==> src/verilog/bcd_out_pkg.sv <==
// shared constants for the parallel bcd reading output
package bcd_out_pkg;
   // =====================================================
   // widths
   localparam int DATA_W = 21;
   localparam int NIB_W = 4;
   localparam int LOW_DIGITS = 4;
   // =====================================================
   // timing
   localparam int CLK_MHZ = 100;
   localparam int VALID_MS = 62;
   localparam int VALID_CYC = VALID_MS * 1000 * CLK_MHZ;
   // =====================================================
   // reset values, ones nibble and phase type
   localparam logic [DATA_W-1:0] DATA_RST = 21'h00_0000;
   localparam logic [NIB_W-1:0] NIB_ONES = 4'hF;
   localparam logic [31:0] CNT_ZERO = 32'h0000_0000;
   typedef enum logic [1:0] {ST_IDLE, ST_LOAD, ST_VALID} phase_e;
endpackage : bcd_out_pkg

==> src/verilog/bcd_pin_sense.sv <==
// applies the logic sense and release to one group of output pins
module bcd_pin_sense #(
   parameter int W = 24
) (
   input wire logic ref_clk,
   input wire logic nrst,
   input wire logic [W-1:0] active,
   input wire logic neg_sense,
   input wire logic release_bus,
   output logic [W-1:0] pin_o,
   output logic [W-1:0] pin_oe_n
);
   typedef struct packed {
      logic [W-1:0] pin;
      logic [W-1:0] oe_n;
   } pins_s;
   pins_s st_r;
   pins_s st_nxt;
   always_comb begin
      st_nxt = st_r;
      st_nxt.pin = neg_sense ? ~active : active;
      st_nxt.oe_n = release_bus ? {W{1'b1}} : {W{1'b0}};
   end
   always_ff @(posedge ref_clk or negedge nrst) begin
      if (!nrst) begin
         st_r <= '{pin: '0, oe_n: '1};
      end else begin
         st_r <= st_nxt;
      end
   end
   assign pin_o = st_r.pin;
   assign pin_oe_n = st_r.oe_n;
endmodule : bcd_pin_sense

==> src/verilog/bcd_reading_out.sv <==
// parallel bcd reading output port of the panel meter
// How it works
// - reading as 8421 bcd on 21 lines
// - release input floats all outputs
// - refresh data on each display refresh
// - data valid pulses per new reading
// - hold freezes outputs at last reading
// - sense input sets all output polarity
// - positive high active, negative low active
// - release input always active high
// - sign high when reading positive
// - overrange high when out of range
// - overrange forces low four digits ones
module bcd_reading_out
   import bcd_out_pkg::*;
#(
   parameter int VALID_CYCLES = bcd_out_pkg::VALID_CYC
) (
   input wire logic ref_clk,
   input wire logic nrst,
   input wire logic [bcd_out_pkg::DATA_W-1:0] reading_bcd,
   input wire logic reading_pos,
   input wire logic reading_over,
   input wire logic refresh,
   input wire logic hold,
   input wire logic neg_sense,
   input wire logic release_bus,
   output logic [bcd_out_pkg::DATA_W-1:0] data_o,
   output logic [bcd_out_pkg::DATA_W-1:0] data_oe_n,
   output logic valid_o,
   output logic valid_oe_n,
   output logic sign_o,
   output logic sign_oe_n,
   output logic over_o,
   output logic over_oe_n
);
   import bcd_out_pkg::*;
   localparam int PW = DATA_W + 3;
   // =====================================================
   // state
   typedef struct packed {
      phase_e phase;
      logic [DATA_W-1:0] data;
      logic sign;
      logic over;
      logic valid;
      logic pend;
      // wide enough for the slowest valid width
      logic [31:0] cnt;
   } out_s;
   out_s st_r;
   out_s st_nxt;
   logic [DATA_W-1:0] shaped;
   logic [PW-1:0] pin_o;
   logic [PW-1:0] pin_oe_n;
   // =====================================================
   // overrange shaping
   // weighted nibbles pass through
   genvar g;
   generate
      for (g = 0; g < DATA_W; g++) begin : g_bit
         if (g < LOW_DIGITS * NIB_W) begin : g_low
            assign shaped[g] = reading_over | reading_bcd[g];
         end else begin : g_high
            assign shaped[g] = reading_bcd[g];
         end
      end
   endgenerate
   // =====================================================
   // sequencing
   always_comb begin
      st_nxt = st_r;
      if (refresh && !hold) begin
         st_nxt.pend = 1'b1;
      end
      case (st_r.phase)
         ST_IDLE: begin
            // a coalesced refresh loads the inputs standing now,
            // so the source must hold its reading until then
            if (st_nxt.pend && !hold) begin
               st_nxt.data = shaped;
               st_nxt.sign = reading_pos;
               st_nxt.over = reading_over;
               st_nxt.pend = 1'b0;
               st_nxt.phase = ST_LOAD;
            end
         end
         ST_LOAD: begin
            st_nxt.valid = 1'b1;
            st_nxt.cnt = CNT_ZERO;
            st_nxt.phase = ST_VALID;
         end
         ST_VALID: begin
            if (st_r.cnt >= 32'(VALID_CYCLES - 1)) begin
               st_nxt.valid = 1'b0;
               st_nxt.phase = ST_IDLE;
            end else begin
               st_nxt.cnt = st_r.cnt + 32'h0000_0001;
            end
         end
         default: begin
            st_nxt.phase = ST_IDLE;
            st_nxt.valid = 1'b0;
         end
      endcase
   end
   always_ff @(posedge ref_clk or negedge nrst) begin
      if (!nrst) begin
         st_r <= '{phase: ST_IDLE, data: DATA_RST, sign: 1'b0,
                   over: 1'b0, valid: 1'b0, pend: 1'b0, cnt: CNT_ZERO};
      end else begin
         st_r <= st_nxt;
      end
   end
   // =====================================================
   // pin stage; sense is static, jumper like
   // sense on all outputs, not release
   bcd_pin_sense #(.W(PW)) u_pins (
      .ref_clk(ref_clk),
      .nrst(nrst),
      .active({st_r.over, st_r.sign, st_r.valid, st_r.data}),
      .neg_sense(neg_sense),
      .release_bus(release_bus),
      .pin_o(pin_o),
      .pin_oe_n(pin_oe_n)
   );
   assign data_o = pin_o[DATA_W-1:0];
   assign valid_o = pin_o[DATA_W];
   assign sign_o = pin_o[DATA_W+1];
   assign over_o = pin_o[DATA_W+2];
   assign data_oe_n = pin_oe_n[DATA_W-1:0];
   assign valid_oe_n = pin_oe_n[DATA_W];
   assign sign_oe_n = pin_oe_n[DATA_W+1];
   assign over_oe_n = pin_oe_n[DATA_W+2];
   // =====================================================
   // checks on internal state
   a_data_stable: assert property (
      @(posedge ref_clk) disable iff (!nrst)
      st_r.valid |=> $stable(st_r.data))
      else $error("data changed while valid");
   a_over_ones: assert property (
      @(posedge ref_clk) disable iff (!nrst)
      st_r.over |-> (st_r.data[15:0] == 16'hFFFF))
      else $error("overrange digits not ones");
   a_valid_follows: assert property (
      @(posedge ref_clk) disable iff (!nrst)
      (st_r.phase == ST_LOAD) |=> st_r.valid)
      else $error("valid missing after load");
   a_hold_freeze: assert property (
      @(posedge ref_clk) disable iff (!nrst)
      hold |=> $stable(st_r.data))
      else $error("data changed during hold");
   a_refresh_load: assert property (
      @(posedge ref_clk) disable iff (!nrst)
      (refresh && !hold && st_r.phase == ST_IDLE) |=>
      (st_r.phase == ST_LOAD))
      else $error("refresh not loaded");
   a_sign_copy: assert property (
      @(posedge ref_clk) disable iff (!nrst)
      (st_nxt.phase == ST_LOAD && st_r.phase == ST_IDLE) |=>
      (st_r.sign == $past(reading_pos)))
      else $error("sign not captured");
   // refresh during hold is dropped, not queued
   a_hold_drop: assert property (
      @(posedge ref_clk) disable iff (!nrst)
      (hold && !st_r.pend) |=> !st_r.pend)
      else $error("refresh queued during hold");
   a_plain_load: assert property (
      @(posedge ref_clk) disable iff (!nrst)
      (st_r.phase == ST_IDLE && st_nxt.phase == ST_LOAD && !reading_over)
      |=> (st_r.data == $past(reading_bcd)))
      else $error("reading not passed through");
   a_over_copy: assert property (
      @(posedge ref_clk) disable iff (!nrst)
      (st_r.phase == ST_IDLE && st_nxt.phase == ST_LOAD)
      |=> (st_r.over == $past(reading_over)))
      else $error("overrange not captured");
   a_valid_end: assert property (
      @(posedge ref_clk) disable iff (!nrst)
      (st_r.phase == ST_VALID && st_r.cnt == 32'(VALID_CYCLES - 1))
      |=> !st_r.valid)
      else $error("valid longer than its width");
   a_load_quiet: assert property (
      @(posedge ref_clk) disable iff (!nrst)
      (st_r.phase == ST_LOAD) |-> !st_r.valid)
      else $error("data loaded while valid");
   // =====================================================
   // checks on pins
   // pins lag the state by one register; skip the reset edge
   a_release_float: assert property (
      @(posedge ref_clk) disable iff (!nrst)
      release_bus |=> (&pin_oe_n))
      else $error("outputs driven during release");
   a_drive_low: assert property (
      @(posedge ref_clk) disable iff (!nrst)
      (nrst && !release_bus) |=> (pin_oe_n == '0))
      else $error("outputs floating without release");
   a_release_sense: assert property (
      @(posedge ref_clk) disable iff (!nrst)
      nrst |=> (over_oe_n == $past(release_bus)))
      else $error("release level depends on sense");
   a_sense_pol: assert property (
      @(posedge ref_clk) disable iff (!nrst)
      nrst |=> (valid_o == ($past(neg_sense) ^ $past(st_r.valid))))
      else $error("valid polarity wrong");
   a_data_pins: assert property (
      @(posedge ref_clk) disable iff (!nrst)
      nrst |=> (data_o ==
         ($past(st_r.data) ^ {DATA_W{$past(neg_sense)}})))
      else $error("data pin level wrong");
   a_sign_pin: assert property (
      @(posedge ref_clk) disable iff (!nrst)
      nrst |=> (sign_o == ($past(st_r.sign) ^ $past(neg_sense))))
      else $error("sign pin level wrong");
   a_over_pin: assert property (
      @(posedge ref_clk) disable iff (!nrst)
      nrst |=> (over_o == ($past(st_r.over) ^ $past(neg_sense))))
      else $error("overrange pin level wrong");
endmodule : bcd_reading_out
==> config.mk <==
export PLATFORM = sky130hd
export DESIGN_NAME = bcd_reading_out
export DESIGN_NICKNAME = d
export VERILOG_FILES = /design/src/verilog/bcd_out_pkg.sv /design/src/verilog/bcd_pin_sense.sv /design/src/verilog/bcd_reading_out.sv
export SDC_FILE = /design/constraint.sdc
export NUM_CORES = 1
export LEC_CHECK = 0
export BUFFER_PORTS_ARGS = -buffer_cell sky130_fd_sc_hd__buf_4
export CAP_MARGIN = 10
export CORE_MARGIN = 2
export CORE_UTILIZATION = 55
export CTS_BUF_LIST = sky130_fd_sc_hd__clkbuf_2
export DETAILED_ROUTE_END_ITERATION = 7
export PLACE_DENSITY = 0.8
export REMOVE_ABC_BUFFERS = 1
export SYNTH_ARGS = -nofsm -noshare
export SYNTH_HDL_FRONTEND = slang
export SYNTH_SLANG_ARGS = --single-unit
==> constraint.sdc <==
create_clock -name ref_clk -period 2.6 [get_ports ref_clk]
set_input_delay 0.52 -clock ref_clk [delete_from_list [all_inputs] [get_ports ref_clk]]
set_output_delay 0.52 -clock ref_clk [all_outputs]
set_load 0.02 [all_outputs]
==> flow_summary.yaml <==
timing:
  finalCritPeriodShare_pct: 88.3
  clock_skew_ns: 0.0236
  rsz0062_at_grt: "no"
  fin_crit_ns: 2.30
  whs_ns: 0.0995
  slew_viol_final: 0
  fmax_mhz: 435
  final-hold-violation-count: 0
  tightest_slew_ns: 0.628
  finalSetupViolations: 0
  max-slew-margin-rel_pct: 58.1
drt:
  dr_total_vias: 2768
  remaining_drc_errors: 0
  drt_iter0_drc: 195
  ant_nets: 0
  wl_per_cell_um: 14.4
  avgViaCountPerCell: 5.26
  drt-total-wl_um: 7560
  drt_pre_antenna_iters: 5
critical_path:
  cp_slowest_cell: "dfrtp_1"
  worstSetupPathType: "flip-flop to flip-flop"
  arrival_ns: 2.78
  cp_num_buf_inv: 1
  timing.rr.end: "st_r[3]"
  cpMostUsedCell: "a21o_1"
  cp.required_ns: 3.08
  rr_startpoint: "st_r[0]"
  rrSetupSlack_ns: 0.30
  critPathTopFamily: "compound AO/OA/AOI/OAI gates"
  r2r_cells: 8
  critPathLaunchType: "flip-flop"
  crit_fanout: 16
  cp_num_cells: 8
  endpoint_kind: "flip-flop"
  path_cells: "ha_1 > and3_1 > a31o_2 > a21o_1 > a21oi_2 > buf_4 > a21o_1 > a22o_1"
  cpPeakStageDelay_ns: 0.48
yosys:
  yosys.area.top_type: "dfrtp_1"
  ys_ff_latch: 84
  synth.avg_cell_area_sq_um: 10.5
  synth_edf_count: 0
  syn_inst: 368
  synth_area_sq_um: 3870
  yosysWarnings: 0
  ys_seq_area_share_pct: 54.3
  synth_cell_types: 49
  synth_ff_type: "dfrtp_1"
  synth-async-reset-ratio_pct: 100
  synth_top_area_share_pct: 53.6
  synthTopCellsByArea: "dfrtp_1 (54%), xor2_1 (5.4%), buf_4 (4.8%)"
clock_network:
  root_buffer: "clkbuf_2"
  cts_tree: "built"
  clockBufferDepth: 2
  htreeDepth: 3
  clk_latency_ns: 0.52
  cts_sinks: 84
  ctsResizeCount: 0
  postCtsSetupBuffers: 0
  cts_buffers: 9
  path_clk_slew_ns: 0.23
cells_and_area:
  nNetsFinal: 455
  layout-drive-gt1-share_pct: 28.1
  syn_to_final_growth_pct: 16.4
  antenna_cells: 0
  layout_commonest_cell: "buf_4"
  mostFrequentLayoutCells: "buf_4 (85), dfrtp_1 (83), nor2_1 (49)"
floorplan:
  die_h_um: 87.9
  core_area_sq_um: 6790
  dieArea_sq_um: 7730
  io_pins: 77
  rows: 30
  die_w_um: 87.9
  start_util_pct: 57.0
hold_path:
  worstHoldEndpoint: "u_pins.pin_oe_n[22]"
  whs_path_depth: 1
  worstHoldStart: "release_bus"
  hold_path.class: "input pin to flip-flop"
pwr:
  ir_worst_vdd_uv: 652
  power_density_nw_per_um2: 902
  leakagePower_nw: 2.07
  power_mw: 4.06
placed_design:
  place_congestion: 0.886
  port-buffer-count: 76
  hpwl_um: 5400
global_routing:
  track_usage_pct: 21.9
  grt_max_degree: 45
  grt_pass1_vias: 2740
  grt_first_pass_wirelength_um: 13100
  antenna_found_initial: 0
  overflow: 0
status:
  status: "completed"
job:
  cap_viol_max_count: 0
==> power breakdown <==
group	internal, mW	switching, mW
clock network	0.227	0.444
logic	0.646	0.853
registers	1.68	0.218
total	2.55	1.51
==> sequential cells by signal, summed over array words and instances (netlist names) <==
name	cells
st_r	59
u_pins.pin_o	24
u_pins.pin_oe_n	1
==> final cells by class <==
class	count	area (sq um)
Clock inverter	6	62.6
Tap cell	96	120
Sequential cell	84	2100
Multi-Input combinational cell	238	1490
Inverter	5	18.8
Clock buffer	10	50.0
Timing Repair Buffer	87	668
Fill cell	530	2290
==> repair_timing <==
item | CTS | global route
setup endpoints to repair | 0 | 0
endpoints found under the hold margin | 39 | 0
hold buffers | 1 | 0
==> kinds of logic after synthesis <==
group / share of synthesized area (%)
buffers and inverters: 7.33
AOI/OAI and AO/OA: 9.24
DFF: 54.3
xor gates and xnor gates: 5.43
and+or+nand+nor: 18.5
adders and majority gates: 0.323
muxes: 4.88
==> worst max-delay path by stage <==
stage	startpoint	endpoint	slack, ns
after floorplan	u_pins.pin_oe_n[22]	data_oe_n[0]	-0.006
after global placement	st_r[0]	st_r[7]	0.45
after detailed placement	st_r[0]	st_r[7]	0.36
after CTS	st_r[0]	st_r[9]	0.32
after global routing	st_r[0]	st_r[11]	0.13
final	st_r[0]	st_r[3]	0.30
==> per-layer routing <==
metal / track usage (%) / routed length [um] / vias to the layer above
met5: 0 / 0 / -
met4: 5.45 / 59 / 0
met3: 8.20 / 560 / 6
met2: 33.7 / 3640 / 80
met1: 29.7 / 3300 / 1339
li1: - / - / 1343
==> through the flow <==
step           TNS [ns]  util (%)  cell area [sq um]  std cells  setup WS [ns]
3_5_place_dp          0      64.5               4390        509          0.361
4_1_cts               0      66.4               4510        526          0.318
5_1_grt               0      66.4               4510        526          0.128
6_report              0      66.4               4510        526          0.303
3_3_place_gp          0      64.5               4390        509          0.446
2_1_floorplan    -0.132         -               3610        327       -0.00550
==> synth_stat cells, types with 2 or more instances <==
| master | n |
|---|---|
| a22o_1 | 2 |
| clkbuf_1 | 11 |
| o211ai_1 | 3 |
| buf_4 | 25 |
| a211oi_1 | 2 |
| o21ai_0 | 8 |
| nor2b_1 | 2 |
| mux2i_1 | 11 |
| nand4_1 | 7 |
| nor4_1 | 5 |
| buf_2 | 2 |
| a21oi_1 | 27 |
| inv_1 | 5 |
| nor3_1 | 8 |
| buf_6 | 2 |
| nand3b_1 | 4 |
| and2_1 | 11 |
| a41oi_1 | 2 |
| and3_1 | 3 |
| nand3_1 | 10 |
| nor3_2 | 2 |
| nor2_1 | 49 |
| mux2_2 | 7 |
| nand2b_1 | 3 |
| nand2_1 | 25 |
| xor2_1 | 24 |
| a21o_1 | 4 |
| dfrtp_1 | 83 |
No activity file was read; power rests on OpenSTA's default activity.
